**src/core/smc_defs.vh**
```
`ifndef SMC_DEFS_VH
`define SMC_DEFS_VH

// Register byte offsets on the AXI4-Lite slave.
`define SMC_OFF_STATUS     8'h00
`define SMC_OFF_CONFIG     8'h04
`define SMC_OFF_IRQ_STAT   8'h08
`define SMC_OFF_IRQ_MASK   8'h0C

// Status register fields.
`define SMC_ST_LOW_BIT     0
`define SMC_ST_RANGE_BIT   1
`define SMC_ST_LOCK_BIT    2
`define SMC_ST_ACTIVE_BIT  3
`define SMC_ST_RSTREQ_BIT  4

// Configuration register fields.
`define SMC_CF_PWRD_BIT    0
`define SMC_CF_RSTD_BIT    1
`define SMC_CF_STOPEN_BIT  2
`define SMC_CF_RANGE_BIT   3
`define SMC_CF_MASK        8'h0F

// Event status fields.
`define SMC_EV_FALL_BIT    0
`define SMC_EV_RISE_BIT    1
`define SMC_EV_RST_BIT     2
`define SMC_EV_WIDTH       3

// Reset values.
`define SMC_CONFIG_RST     8'h00
`define SMC_MASK_RST       3'h0

// AXI responses.
`define SMC_RESP_OKAY      2'h0
`define SMC_RESP_SLVERR    2'h2

`endif

```
**src/core/smc_sync2.v**
```verilog
`include "smc_defs.vh"

module smc_sync2
(
   aclk,
   aresetn,
   d,
   q
);
   input  wire aclk;
   input  wire aresetn;
   input  wire d;
   output wire q;

   reg s1_ff;
   reg s2_ff;

   always @(posedge aclk)
   begin
      if (!aresetn)
      begin
         s1_ff <= 1'b0;
         s2_ff <= 1'b0;
      end
      else
      begin
         s1_ff <= d;
         s2_ff <= s1_ff;
      end
   end

   assign q = s2_ff;
endmodule // smc_sync2

```
**src/core/smc_hyst.v**
```verilog
`include "smc_defs.vh"

// Hysteretic flag: set below the falling level, clear above the rising level.
module smc_hyst
(
   aclk,
   aresetn,
   enable,
   below_fall,
   above_rise,
   flag
);
   input  wire aclk;
   input  wire aresetn;
   input  wire enable;
   input  wire below_fall;
   input  wire above_rise;
   output wire flag;

   reg flag_ff;
   reg nxt_flag;

   always @*
   begin
      nxt_flag = flag_ff;
      if (!enable)
         nxt_flag = 1'b0;
      else if (below_fall)
         nxt_flag = 1'b1;
      else if (above_rise)
         nxt_flag = 1'b0;
   end

   always @(posedge aclk)
   begin
      if (!aresetn)
         flag_ff <= 1'b0;
      else
         flag_ff <= nxt_flag;
   end

   assign flag = flag_ff;
endmodule // smc_hyst

```
**src/core/smc_top.v**
```verilog
// Contract
// - Power-on reset clears the high range select, so the low range is used.
// - Setting high range select picks the higher falling trip range.
// - High range select is write-once; later changes are ignored.
// - After a monitor reset, hold reset until supply rises above rising level.
// - The supply monitor is enabled out of reset.
// - Power disable turns the supply monitor off entirely.
// - Reset disable blocks reset requests; the status flag still tracks.
// - With both disables clear, request reset when supply falls below falling level.
// - Read-only supply low flag follows the comparator for polling.
// - Flag is 1 below falling level, 0 above rising level, else held.
// - The supply monitor raises no interrupt requests; here irq is raised by unmasked low-flag and reset events.
// - Monitor stays active in wait mode and its reset ends wait.
// - In stop, active only with power disable clear and stop enable set.
//
// The AXI4-Lite interface to the registers and the register addresses are this design's own decisions.
`include "smc_defs.vh"

module smc_top
(
   aclk,
   aresetn,
   below_fall_trip,
   above_rise_trip,
   wait_mode,
   stop_mode,
   high_range_out,
   monitor_active,
   reset_request,
   irq,
   s_axi_awaddr,
   s_axi_awvalid,
   s_axi_awready,
   s_axi_wdata,
   s_axi_wstrb,
   s_axi_wvalid,
   s_axi_wready,
   s_axi_bresp,
   s_axi_bvalid,
   s_axi_bready,
   s_axi_araddr,
   s_axi_arvalid,
   s_axi_arready,
   s_axi_rdata,
   s_axi_rresp,
   s_axi_rvalid,
   s_axi_rready
);
   input  wire        aclk;
   input  wire        aresetn;
   input  wire        below_fall_trip;
   input  wire        above_rise_trip;
   input  wire        wait_mode;
   input  wire        stop_mode;
   output wire        high_range_out;
   output wire        monitor_active;
   output wire        reset_request;
   output wire        irq;
   input  wire [7:0]  s_axi_awaddr;
   input  wire        s_axi_awvalid;
   output wire        s_axi_awready;
   input  wire [31:0] s_axi_wdata;
   input  wire [3:0]  s_axi_wstrb;
   input  wire        s_axi_wvalid;
   output wire        s_axi_wready;
   output wire [1:0]  s_axi_bresp;
   output wire        s_axi_bvalid;
   input  wire        s_axi_bready;
   input  wire [7:0]  s_axi_araddr;
   input  wire        s_axi_arvalid;
   output wire        s_axi_arready;
   output wire [31:0] s_axi_rdata;
   output wire [1:0]  s_axi_rresp;
   output wire        s_axi_rvalid;
   input  wire        s_axi_rready;

   ////////////////////////////////////////////////////////////////////////////
   // Comparator synchronisers.

   wire fall_s;
   wire rise_s;

   smc_sync2 u_sync_fall
   (
      .aclk    (aclk),
      .aresetn (aresetn),
      .d       (below_fall_trip),
      .q       (fall_s)
   );

   smc_sync2 u_sync_rise
   (
      .aclk    (aclk),
      .aresetn (aresetn),
      .d       (above_rise_trip),
      .q       (rise_s)
   );

   ////////////////////////////////////////////////////////////////////////////
   // Registers and state.

   reg        pwrd_ff;
   reg        rstd_ff;
   reg        stopen_ff;
   reg        range_ff;
   reg        locked_ff;
   reg        rst_hold_ff;
   reg        low_d_ff;
   reg [2:0]  ev_ff;
   reg [2:0]  mask_ff;

   reg        aw_ok_ff;
   reg [7:0]  aw_addr_ff;
   reg        w_ok_ff;
   reg [31:0] w_data_ff;
   reg [3:0]  w_strb_ff;
   reg        bvalid_ff;
   reg [1:0]  bresp_ff;
   reg        rvalid_ff;
   reg [31:0] rdata_ff;
   reg [1:0]  rresp_ff;

   wire       low_flag;

   // Monitor runs unless powered down, and in stop only when stop enable is set.
   wire active = !pwrd_ff && !(stop_mode && !stopen_ff);

   smc_hyst u_hyst
   (
      .aclk       (aclk),
      .aresetn    (aresetn),
      .enable     (active),
      .below_fall (fall_s),
      .above_rise (rise_s),
      .flag       (low_flag)
   );

   // Wait mode needs no gating: the monitor and its reset run as in run mode.
   wire trip_now = active && !rstd_ff && fall_s;

   ////////////////////////////////////////////////////////////////////////////
   // Reset request with hysteretic release.

   always @(posedge aclk)
   begin
      if (!aresetn)
         rst_hold_ff <= 1'b0;
      else if (trip_now)
         rst_hold_ff <= 1'b1;
      else if (rst_hold_ff && rise_s)
         rst_hold_ff <= 1'b0;
   end

   // Held reset survives a later reset disable write; only the rising level frees it.
   assign reset_request = rst_hold_ff;

   ////////////////////////////////////////////////////////////////////////////
   // AXI4-Lite write path.

   wire aw_take = s_axi_awvalid && !aw_ok_ff && !bvalid_ff;
   wire w_take  = s_axi_wvalid && !w_ok_ff && !bvalid_ff;
   wire do_wr   = aw_ok_ff && w_ok_ff && !bvalid_ff;

   assign s_axi_awready = !aw_ok_ff && !bvalid_ff;
   assign s_axi_wready  = !w_ok_ff && !bvalid_ff;

   wire wr_cfg  = do_wr && (aw_addr_ff == `SMC_OFF_CONFIG) && w_strb_ff[0];
   wire wr_ist  = do_wr && (aw_addr_ff == `SMC_OFF_IRQ_STAT) && w_strb_ff[0];
   wire wr_msk  = do_wr && (aw_addr_ff == `SMC_OFF_IRQ_MASK) && w_strb_ff[0];
   wire wr_map  = (aw_addr_ff == `SMC_OFF_STATUS) || (aw_addr_ff == `SMC_OFF_CONFIG)
                  || (aw_addr_ff == `SMC_OFF_IRQ_STAT) || (aw_addr_ff == `SMC_OFF_IRQ_MASK);

   always @(posedge aclk)
   begin
      if (!aresetn)
      begin
         aw_ok_ff   <= 1'b0;
         aw_addr_ff <= 8'h00;
         w_ok_ff    <= 1'b0;
         w_data_ff  <= 32'h00000000;
         w_strb_ff  <= 4'h0;
         bvalid_ff  <= 1'b0;
         bresp_ff   <= `SMC_RESP_OKAY;
      end
      else
      begin
         if (aw_take)
         begin
            aw_ok_ff   <= 1'b1;
            aw_addr_ff <= {s_axi_awaddr[7:2], 2'b00};
         end
         if (w_take)
         begin
            w_ok_ff   <= 1'b1;
            w_data_ff <= s_axi_wdata;
            w_strb_ff <= s_axi_wstrb;
         end
         if (do_wr)
         begin
            aw_ok_ff  <= 1'b0;
            w_ok_ff   <= 1'b0;
            bvalid_ff <= 1'b1;
            bresp_ff  <= wr_map ? `SMC_RESP_OKAY : `SMC_RESP_SLVERR;
         end
         else if (bvalid_ff && s_axi_bready)
            bvalid_ff <= 1'b0;
      end
   end

   assign s_axi_bvalid = bvalid_ff;
   assign s_axi_bresp  = bresp_ff;

   ////////////////////////////////////////////////////////////////////////////
   // Configuration register; range bit is write-once.

   always @(posedge aclk)
   begin
      if (!aresetn)
      begin
         pwrd_ff   <= 1'b0;
         rstd_ff   <= 1'b0;
         stopen_ff <= 1'b0;
         range_ff  <= 1'b0;
         locked_ff <= 1'b0;
      end
      else if (wr_cfg)
      begin
         pwrd_ff   <= w_data_ff[`SMC_CF_PWRD_BIT];
         rstd_ff   <= w_data_ff[`SMC_CF_RSTD_BIT];
         stopen_ff <= w_data_ff[`SMC_CF_STOPEN_BIT];
         locked_ff <= 1'b1;
         if (!locked_ff)
            range_ff <= w_data_ff[`SMC_CF_RANGE_BIT];
      end
   end

   assign high_range_out = range_ff;
   assign monitor_active = active;

   ////////////////////////////////////////////////////////////////////////////
   // Bus-side event status. The monitor itself raises nothing; these
   // are the block's own bus events, kept off unless software unmasks them.

   wire [2:0] ev_set;
   assign ev_set[`SMC_EV_FALL_BIT] = low_flag && !low_d_ff;
   assign ev_set[`SMC_EV_RISE_BIT] = !low_flag && low_d_ff;
   assign ev_set[`SMC_EV_RST_BIT]  = trip_now && !rst_hold_ff;

   genvar gi;
   generate
      for (gi = 0; gi < `SMC_EV_WIDTH; gi = gi + 1)
      begin : g_ev
         always @(posedge aclk)
         begin
            if (!aresetn)
               ev_ff[gi] <= 1'b0;
            else if (ev_set[gi])
               ev_ff[gi] <= 1'b1;
            else if (wr_ist && w_data_ff[gi])
               ev_ff[gi] <= 1'b0;
         end
      end
   endgenerate

   always @(posedge aclk)
   begin
      if (!aresetn)
      begin
         low_d_ff <= 1'b0;
         mask_ff  <= `SMC_MASK_RST;
      end
      else
      begin
         low_d_ff <= low_flag;
         if (wr_msk)
            mask_ff <= w_data_ff[2:0];
      end
   end

   // Mask resets to zero, so nothing is requested unless software opts in.
   assign irq = |(ev_ff & mask_ff);

   ////////////////////////////////////////////////////////////////////////////
   // AXI4-Lite read path.

   reg [31:0] rd_mux;
   reg        rd_hit;

   always @*
   begin
      rd_mux = 32'h00000000;
      rd_hit = 1'b1;
      case ({s_axi_araddr[7:2], 2'b00})
         `SMC_OFF_STATUS:
         begin
            rd_mux[`SMC_ST_LOW_BIT]    = low_flag;
            rd_mux[`SMC_ST_RANGE_BIT]  = range_ff;
            rd_mux[`SMC_ST_LOCK_BIT]   = locked_ff;
            rd_mux[`SMC_ST_ACTIVE_BIT] = active;
            rd_mux[`SMC_ST_RSTREQ_BIT] = rst_hold_ff;
         end
         `SMC_OFF_CONFIG:
         begin
            rd_mux[`SMC_CF_PWRD_BIT]   = pwrd_ff;
            rd_mux[`SMC_CF_RSTD_BIT]   = rstd_ff;
            rd_mux[`SMC_CF_STOPEN_BIT] = stopen_ff;
            rd_mux[`SMC_CF_RANGE_BIT]  = range_ff;
         end
         `SMC_OFF_IRQ_STAT:
            rd_mux[2:0] = ev_ff;
         `SMC_OFF_IRQ_MASK:
            rd_mux[2:0] = mask_ff;
         default:
            rd_hit = 1'b0;
      endcase
   end

   assign s_axi_arready = !rvalid_ff;

   always @(posedge aclk)
   begin
      if (!aresetn)
      begin
         rvalid_ff <= 1'b0;
         rdata_ff  <= 32'h00000000;
         rresp_ff  <= `SMC_RESP_OKAY;
      end
      else if (s_axi_arvalid && !rvalid_ff)
      begin
         rvalid_ff <= 1'b1;
         rdata_ff  <= rd_mux;
         rresp_ff  <= rd_hit ? `SMC_RESP_OKAY : `SMC_RESP_SLVERR;
      end
      else if (rvalid_ff && s_axi_rready)
         rvalid_ff <= 1'b0;
   end

   assign s_axi_rvalid = rvalid_ff;
   assign s_axi_rdata  = rdata_ff;
   assign s_axi_rresp  = rresp_ff;
endmodule // smc_top

```
**config.mk**
```make
export PLATFORM = sky130hd
export DESIGN_NAME = smc_top
export DESIGN_NICKNAME = d
export VERILOG_FILES = /design/src/core/smc_sync2.v /design/src/core/smc_hyst.v /design/src/core/smc_top.v
export VERILOG_INCLUDE_DIRS = /design/src /design/src/core
export SDC_FILE = /design/constraint.sdc
export NUM_CORES = 1
export LEC_CHECK = 0
export BUFFER_PORTS_ARGS = -buffer_cell sky130_fd_sc_hd__buf_4
export CAP_MARGIN = 40
export CORE_MARGIN = 2
export CORE_UTILIZATION = 41
export CTS_BUF_LIST = sky130_fd_sc_hd__clkbuf_8
export DETAILED_ROUTE_END_ITERATION = 12
export PLACE_DENSITY = 0.89
export SYNTH_ARGS = -nofsm -noshare
export SYNTH_HDL_FRONTEND = slang
export SYNTH_SLANG_ARGS = --single-unit
```
**constraint.sdc**
```tcl
create_clock -name aclk -period 1.66 [get_ports aclk]
set_clock_uncertainty 0.2 [all_clocks]
set_input_delay 0.166 -clock aclk [delete_from_list [all_inputs] [get_ports aclk]]
set_output_delay 0.166 -clock aclk [all_outputs]
set_load 0.02 [all_outputs]
```
==> flow_results.xml, run 1 <==
<?xml version="1.0" encoding="UTF-8"?>
<metrics>
  <group name="drt">
    <metric name="routed_wirelength" unit="um">4043</metric>
    <metric name="route.met2.wl" unit="um">2070</metric>
    <metric name="routedLengthMet1" unit="um">1620</metric>
    <metric name="drtIter0Drc" unit="">113</metric>
    <metric name="dr_total_vias" unit="">1566</metric>
    <metric name="route.top_layer_used" unit="">met4</metric>
    <metric name="routed-wl-met3" unit="um">251</metric>
    <metric name="routedWlPerCell" unit="um">12.44</metric>
    <metric name="detail_route.drc_violations" unit="">0</metric>
    <metric name="number_of_search_and_repair_iterations_in_the_first_detailed_routing_pass" unit="">4</metric>
    <metric name="drt.antenna.violating_nets" unit="">0</metric>
    <metric name="drt-vias-per-instance" unit="">4.818</metric>
  </group>
  <group name="worst_setup_path">
    <metric name="startpoint_type" unit="">flip-flop</metric>
    <metric name="rrSetupSlack" unit="ns">-0.10</metric>
    <metric name="worst_r2r_endpoint" unit="">rstd_ff</metric>
    <metric name="worst_r2r_path_depth" unit="">4</metric>
    <metric name="worst_setup_end_kind" unit="">flip-flop</metric>
    <metric name="cp_max_fo" unit="">7</metric>
    <metric name="setup.worst_path.start" unit="">aw_addr_ff[6]</metric>
    <metric name="timing.critical_path.arrival" unit="ns">1.79</metric>
    <metric name="critical_path.reg2reg.startpoint" unit="">aw_addr_ff[6]</metric>
    <metric name="worstSetupPathType" unit="">flip-flop to flip-flop</metric>
    <metric name="crit_path_max_incr_delay" unit="ns">0.61</metric>
    <metric name="timing.critical_path.cells" unit="">or4_4 -&gt; nor4_4 -&gt; buf_4 -&gt; mux2i_1</metric>
    <metric name="worstPathRequired" unit="ns">1.69</metric>
    <metric name="timing.critical_path.buf_inv" unit="">1</metric>
    <metric name="critPathSlowestCell" unit="">sky130_fd_sc_hd__or4_4</metric>
    <metric name="top_delay_family_on_crit_path" unit="">simple AND/OR/NAND/NOR gates</metric>
  </group>
  <group name="grt">
    <metric name="number_of_antenna_violations_at_the_first_check_in_global_routing" unit="">0</metric>
    <metric name="global_route_wire_length_before_repair" unit="um">6582</metric>
    <metric name="overall_track_demand_over_capacity_in_global_routing" unit="%">16.54</metric>
    <metric name="first_global_vias" unit="">1510</metric>
    <metric name="grt_start_max_net_pins" unit="">25</metric>
    <metric name="grt-ovfl-total" unit="">0</metric>
  </group>
  <group name="pwr">
    <metric name="pwr_density_cell" unit="nW/um2">869.6</metric>
    <metric name="power.ir.vdd_worst" unit="mV">0.3867</metric>
    <metric name="finalPower" unit="uW">2207</metric>
    <metric name="static-leakage-power" unit="uW">0.001103</metric>
  </group>
  <group name="timing">
    <metric name="finalSetupViolations" unit="">10</metric>
    <metric name="fin_tns_setup" unit="ns">-0.6804</metric>
    <metric name="slew_violations" unit="">0</metric>
    <metric name="timing.fmax" unit="GHz">0.5670</metric>
    <metric name="number_of_failing_hold_endpoints_at_the_final_stage" unit="">0</metric>
    <metric name="post-route-period-util" unit="%">106.2</metric>
    <metric name="rsz_0062_raised_after_global_routing" unit="">true</metric>
    <metric name="timing.final.ws_setup" unit="ns">-0.1037</metric>
    <metric name="fin_crit" unit="ns">1.764</metric>
  </group>
  <group name="logic_synthesis">
    <metric name="yosys_warnings" unit="">0</metric>
    <metric name="synth_seq_area_share" unit="%">42.81</metric>
    <metric name="synthesis.area_per_instance" unit="um2">9.447</metric>
    <metric name="synthesis.area" unit="um2">1871</metric>
    <metric name="number_of_synthesized_register_bits" unit="">40</metric>
    <metric name="synth_cell_type_count" unit="">34</metric>
    <metric name="mapped_cells" unit="">198</metric>
  </group>
  <group name="clocking">
    <metric name="tritoncts_buffer_count" unit="">5</metric>
    <metric name="htreeDepth" unit="">2</metric>
    <metric name="clock-sinks" unit="">40</metric>
    <metric name="cts.reportedPaths.clkPinSlew" unit="ns">0.08</metric>
    <metric name="cts_tree" unit="">yes</metric>
    <metric name="cts_buffer_depth" unit="">2</metric>
    <metric name="worst_skew_late_latency" unit="ns">0.29</metric>
    <metric name="cts_root_buf" unit="">sky130_fd_sc_hd__clkbuf_8</metric>
  </group>
  <group name="worst_hold_path">
    <metric name="hp-class" unit="">input port to flip-flop</metric>
    <metric name="hold_end" unit="">locked_ff</metric>
    <metric name="hold_path_depth" unit="">2</metric>
    <metric name="min_from" unit="">aresetn</metric>
  </group>
  <group name="cells_and_area">
    <metric name="layout.nets" unit="">335</metric>
    <metric name="layout.cell_area.non_filler" unit="um2">2537</metric>
    <metric name="antenna_cells" unit="">0</metric>
    <metric name="final_common_cell" unit="">sky130_fd_sc_hd__buf_4</metric>
    <metric name="area_growth" unit="%">35.65</metric>
    <metric name="final_layout_size_suffix_gt1_share" unit="%">27.11</metric>
    <metric name="final_cell_mix" unit="">sky130_fd_sc_hd__buf_4, sky130_fd_sc_hd__dfxtp_1, sky130_fd_sc_hd__conb_1, sky130_fd_sc_hd__dlygate4sd3_1</metric>
  </group>
  <group name="status">
    <metric name="run_status" unit="">complete, but fails checks</metric>
    <metric name="failing_checks" unit="">setup timing</metric>
  </group>
  <group name="floorplan">
    <metric name="die_w" unit="um">71.55</metric>
    <metric name="placeableCoreArea" unit="um2">4384</metric>
    <metric name="start_util" unit="%">42.67</metric>
    <metric name="die_y" unit="um">71.55</metric>
    <metric name="io-pin-count" unit="">108</metric>
    <metric name="std_cell_rows" unit="">24</metric>
    <metric name="die_area" unit="um2">5119</metric>
  </group>
  <group name="place">
    <metric name="placement.io_buffers" unit="">42</metric>
    <metric name="post_dp_cell_area" unit="um2">2191</metric>
    <metric name="gpl.final_weighted_congestion" unit="">0.7583</metric>
    <metric name="dp_hpwl" unit="um">2839</metric>
  </group>
  <group name="job">
    <metric name="cap_viol_max_count" unit="">0</metric>
  </group>
</metrics>
[per-stage QoR]
step                      cells  hold slack [ns]  setup slack, ns  utilization, %
after CTS                   325          0.02144          -0.1027           57.56
after detailed placement    295           0.1771         -0.09355           49.97
after global placement      295           0.1775         -0.05877           49.97
after global routing        325          0.03524          -0.1319           57.88
final                       325          0.02234          -0.1037           57.88
after floorplan             226          0.06705         -0.01055               -
[sequential cells by signal, indices dropped and copies added, names as in the netlist, 3 cells and up]
register and count:
ev_ff 3, w_data_ff 4, mask_ff 3, aw_addr_ff 6
s_axi_rdata 5
[cell usage after synthesis]
library cell | n | area (um2)
sky130_fd_sc_hd__nor2b_1 | 6 | 37.54
sky130_fd_sc_hd__o21a_1 | 1 | 7.510
sky130_fd_sc_hd__o21ai_0 | 3 | 15.01
sky130_fd_sc_hd__o31a_1 | 1 | 8.760
sky130_fd_sc_hd__a21oi_1 | 11 | 55.05
sky130_fd_sc_hd__buf_4 | 29 | 217.7
sky130_fd_sc_hd__o32ai_1 | 1 | 8.760
sky130_fd_sc_hd__or4bb_1 | 1 | 11.26
sky130_fd_sc_hd__conb_1 | 1 | 3.750
sky130_fd_sc_hd__nor4_4 | 1 | 21.27
sky130_fd_sc_hd__inv_1 | 5 | 18.77
sky130_fd_sc_hd__clkbuf_1 | 6 | 22.52
sky130_fd_sc_hd__o31ai_1 | 1 | 7.510
sky130_fd_sc_hd__nor3b_1 | 2 | 15.01
sky130_fd_sc_hd__mux4_2 | 3 | 67.56
sky130_fd_sc_hd__or4_4 | 1 | 11.26
sky130_fd_sc_hd__dfxtp_1 | 40 | 800.8
sky130_fd_sc_hd__nand3b_1 | 1 | 7.510
sky130_fd_sc_hd__nor4_1 | 2 | 12.51
sky130_fd_sc_hd__a222oi_1 | 1 | 10.01
sky130_fd_sc_hd__nor3_4 | 1 | 16.27
sky130_fd_sc_hd__or4_1 | 1 | 7.510
sky130_fd_sc_hd__nor3b_2 | 1 | 12.51
sky130_fd_sc_hd__nand2_1 | 19 | 71.32
sky130_fd_sc_hd__mux2i_1 | 18 | 180.2
sky130_fd_sc_hd__buf_6 | 1 | 11.26
sky130_fd_sc_hd__nor2_1 | 19 | 71.32
sky130_fd_sc_hd__o41ai_1 | 2 | 17.52
sky130_fd_sc_hd__nand3_1 | 6 | 30.03
sky130_fd_sc_hd__and2_1 | 6 | 37.54
sky130_fd_sc_hd__o311ai_1 | 1 | 8.760
sky130_fd_sc_hd__nand2b_1 | 4 | 25.02
sky130_fd_sc_hd__nor4_2 | 1 | 12.51
sky130_fd_sc_hd__nand4b_1 | 1 | 8.760
[layer usage]
layer	vias to the layer above	global-route usage, %
met2	58	29.42
met5	-	0
li1	767	-
met4	0	8.176
met1	732	17.93
met3	9	4.641
[cell families (layout without fill, tap and decap cells)]
kind of cell,count (synthesis),in the layout,synth area share (%)
AND/OR/NAND/NOR,73,73,21.87
buffers and inverters,41,88,14.45
flip-flops,40,40,42.81
AO/OA/AOI/OAI,22,22,7.425
multiplexers,21,21,13.24
other,1,29,0.2005
[report_power, final]
part	internal (uW)	switching (uW)	leakage (uW)
clock	452	349	0.0000583
sequential	998	28.4	0.000328
combinational	173	207	0.000717
total	1620	584	0.00110
[how the worst max path moves through the flow]
stage                          end  cells after the start
after floorplan            pwrd_ff                      4
after global placement    ev_ff[0]                      4
after detailed placement   rstd_ff                      4
after CTS                  rstd_ff                      4
after global routing      ev_ff[2]                      3
final                      rstd_ff                      4
[final cells by class]
type | instances | area, um2
multi-input combinational | 145 | 913.4
fill | 372 | 1847
clock buffer | 5 | 68.82
inverter | 5 | 18.77
sequential | 40 | 807.0
timing repair buffer | 75 | 616.8
tap | 52 | 65.06
clock inverter | 3 | 47.55
[repair_timing]
action / 4_1_cts / 5_1_grt
setup buffers: 2 / 0
hold endpoints to repair: 16 / 0
hold buffers: 20 / 0
pin swaps: 1 / 1
gates resized for setup: 1 / 3
setup endpoints to repair: 8 / 13
Power figures use the tool's default switching activity.
==> run 2, diff against run 1 <==
--- a/config.mk
+++ b/config.mk
@@ -9,10 +9,9 @@
 export BUFFER_PORTS_ARGS = -buffer_cell sky130_fd_sc_hd__buf_4
 export CAP_MARGIN = 40
 export CORE_MARGIN = 2
-export CORE_UTILIZATION = 41
-export CTS_BUF_LIST = sky130_fd_sc_hd__clkbuf_8
+export CORE_UTILIZATION = 39
 export DETAILED_ROUTE_END_ITERATION = 12
-export PLACE_DENSITY = 0.89
+export PLACE_DENSITY = 0.85
 export SYNTH_ARGS = -nofsm -noshare
 export SYNTH_HDL_FRONTEND = slang
 export SYNTH_SLANG_ARGS = --single-unit
==> flow_results.xml, run 2 (synthesis results as in run 1) <==
<?xml version="1.0" encoding="UTF-8"?>
<metrics>
  <group name="status">
    <metric name="failing_checks" unit="">setup timing</metric>
    <metric name="run_status" unit="">complete, but fails checks</metric>
  </group>
  <group name="pwr">
    <metric name="static-leakage-power" unit="uW">0.001137</metric>
    <metric name="intPower" unit="uW">1650</metric>
    <metric name="switching_power" unit="uW">588.9</metric>
    <metric name="power.clock.fraction" unit="%">34.9</metric>
    <metric name="share_seq_of_total_power" unit="%">45.7</metric>
    <metric name="pwr_density_cell" unit="nW/um2">853.1</metric>
    <metric name="p_sw_share" unit="%">26.30</metric>
    <metric name="power_frac_comb" unit="%">19.4</metric>
    <metric name="finalPower" unit="uW">2239</metric>
    <metric name="power.ir.vdd_worst" unit="mV">0.3555</metric>
  </group>
  <group name="drt">
    <metric name="routed_wirelength" unit="um">4121</metric>
    <metric name="detail_route.drc_violations" unit="">0</metric>
    <metric name="drt.antenna.violating_nets" unit="">0</metric>
    <metric name="number_of_search_and_repair_iterations_in_the_first_detailed_routing_pass" unit="">7</metric>
    <metric name="dr_total_vias" unit="">1573</metric>
    <metric name="routedWlPerCell" unit="um">12.45</metric>
    <metric name="drtIter0Drc" unit="">54</metric>
    <metric name="drt-vias-per-instance" unit="">4.752</metric>
  </group>
  <group name="cells_and_area">
    <metric name="area_growth" unit="%">40.33</metric>
    <metric name="final_cell_mix" unit="">sky130_fd_sc_hd__buf_4, sky130_fd_sc_hd__dfxtp_1, sky130_fd_sc_hd__conb_1, sky130_fd_sc_hd__dlygate4sd3_1</metric>
    <metric name="antenna_cells" unit="">0</metric>
    <metric name="final_common_cell" unit="">sky130_fd_sc_hd__buf_4</metric>
    <metric name="layout.nets" unit="">339</metric>
    <metric name="largest-register" unit="">aw_addr_ff</metric>
    <metric name="layoutNonFillerInstCount" unit="">331</metric>
    <metric name="largest_register_ffs" unit="">6</metric>
    <metric name="final_layout_size_suffix_gt1_share" unit="%">29.24</metric>
  </group>
  <group name="place">
    <metric name="place_ws" unit="ns">-0.1206</metric>
    <metric name="dp_hpwl" unit="um">2812</metric>
    <metric name="gpl.final_weighted_congestion" unit="">0.7555</metric>
    <metric name="placement.io_buffers" unit="">42</metric>
    <metric name="dp.cells" unit="">302</metric>
  </group>
  <group name="worst_setup_path">
    <metric name="worstPathRequired" unit="ns">1.68</metric>
    <metric name="startpoint_type" unit="">flip-flop</metric>
    <metric name="crit_path_max_incr_delay" unit="ns">0.59</metric>
    <metric name="worstSetupPathType" unit="">flip-flop to flip-flop</metric>
    <metric name="cp_max_fo" unit="">4</metric>
    <metric name="timing.critical_path.cells" unit="">or4_4 -&gt; buf_12 -&gt; nor3_4 -&gt; mux2i_1</metric>
    <metric name="timing.critical_path.arrival" unit="ns">1.81</metric>
    <metric name="setup.worst_path.start" unit="">aw_addr_ff[4]</metric>
    <metric name="worst_setup_end_kind" unit="">flip-flop</metric>
    <metric name="critPathSlowestCell" unit="">sky130_fd_sc_hd__or4_4</metric>
    <metric name="critical_path.reg2reg.startpoint" unit="">aw_addr_ff[4]</metric>
  </group>
  <group name="floorplan">
    <metric name="io-pin-count" unit="">108</metric>
    <metric name="start_util" unit="%">40.13</metric>
    <metric name="die_area" unit="um2">5366</metric>
    <metric name="placeableCoreArea" unit="um2">4661</metric>
    <metric name="die_w" unit="um">73.26</metric>
    <metric name="die_y" unit="um">73.26</metric>
    <metric name="std_cell_rows" unit="">25</metric>
  </group>
  <group name="grt">
    <metric name="grt_start_max_net_pins" unit="">24</metric>
    <metric name="overall_track_demand_over_capacity_in_global_routing" unit="%">16.17</metric>
    <metric name="global_route_wire_length_before_repair" unit="um">6513</metric>
    <metric name="number_of_antenna_violations_at_the_first_check_in_global_routing" unit="">0</metric>
    <metric name="first_global_vias" unit="">1455</metric>
    <metric name="grt-ovfl-total" unit="">0</metric>
  </group>
  <group name="worst_hold_path">
    <metric name="min_from" unit="">s_axi_araddr[2]</metric>
    <metric name="hp-class" unit="">input port to flip-flop</metric>
  </group>
  <group name="clocking">
    <metric name="cts_tree" unit="">yes</metric>
    <metric name="worst_skew_late_latency" unit="ns">0.29</metric>
    <metric name="cts_buffer_depth" unit="">2</metric>
    <metric name="cts_root_buf" unit="">sky130_fd_sc_hd__clkbuf_8</metric>
    <metric name="tritoncts_buffer_count" unit="">5</metric>
    <metric name="htreeDepth" unit="">2</metric>
    <metric name="clock-sinks" unit="">40</metric>
    <metric name="cts.reportedPaths.clkPinSlew" unit="ns">0.08</metric>
  </group>
  <group name="timing">
    <metric name="fin_crit" unit="ns">1.790</metric>
    <metric name="rsz_0062_raised_after_global_routing" unit="">true</metric>
    <metric name="finalSetupViolations" unit="">10</metric>
    <metric name="timing.final.ws_setup" unit="ns">-0.1302</metric>
    <metric name="number_of_failing_hold_endpoints_at_the_final_stage" unit="">0</metric>
    <metric name="timing.fmax" unit="GHz">0.5586</metric>
    <metric name="post-route-period-util" unit="%">107.8</metric>
    <metric name="slew_violations" unit="">0</metric>
    <metric name="final.hold.worst_slack" unit="ns">0.04363</metric>
  </group>
  <group name="job">
    <metric name="cap_viol_max_count" unit="">0</metric>
  </group>
</metrics>
==> run 2: cell types whose count changed in the layout (fill, tap and decap cells not counted), sizes merged <==
cell / previous run / this run
buf: 55 / 59
clkinv: 2 / 1
clkinvlp: 0 / 1
==> run 2: final cells by class <==
type | count | area [um2]
fill | 416 | 2036
multi-input combinational | 145 | 944.7
timing repair buffer | 79 | 675.6
sequential | 40 | 807.0
inverter | 5 | 18.77
clock inverter | 3 | 42.54
clock buffer | 5 | 68.82
tap | 54 | 67.56
==> run 2: power groups by stage <==
stage,sequential [uW],combinational (uW),clock [uW]
detailed placement,1040,371,0
global route,1030,471,832
CTS,1020,414,801
finish,1020,435,782
floorplan,1050,263,0
global placement,1040,367,0
==> run 2: path summary, 6_finish.rpt <==
| kind | depth (start not counted) | to | slack [ns] |
|---|---|---|---|
| max | 4 | mask_ff[2] | -0.13 |
| min reg2reg | 1 | u_sync_rise.q | 0.24 |
| max reg2reg | 4 | mask_ff[2] | -0.13 |
| min | 4 | s_axi_rdata[4] | 0.04 |
==> run 2: what timing repair did <==
| item | CTS | global route |
|---|---|---|
| gates cloned | 0 | 0 |
| setup endpoints to repair | 10 | 12 |
| endpoints found under the hold margin | 17 | 0 |
| pin swaps | 2 | 4 |
| hold buffers | 20 | 0 |
| resized for setup | 2 | 7 |
| setup buffers | 0 | 1 |
==> run 2: worst max-delay path, delay by kind of cell (launching register included) <==
family | cells | cell delay, ns
buffers and inverters | 1 | 0.16
flip-flops | 1 | 0.33
multiplexers | 1 | 0.22
AND/OR/NAND/NOR | 2 | 0.81
==> run 2: metrics by stage <==
step / utilization (%) / area (um2) / TNS, ns
2_1_floorplan: - / 1979 / -0.03166
3_3_place_gp: 48.40 / 2256 / -0.3426
3_5_place_dp: 48.40 / 2256 / -0.5011
4_1_cts: 55.33 / 2579 / -0.6209
5_1_grt: 56.32 / 2625 / -1.451
6_report: 56.32 / 2625 / -0.7589
==> run 2: per-layer routing <==
layer	part of all wire (%)	routed length, um	up-vias	track usage (%)
li1	-	-	772	-
met3	4.8	196	11	3.292
met2	52	2150	55	28.33
met5	0	0	-	0
met4	2.2	89	0	8.642
met1	41	1684	735	18.32
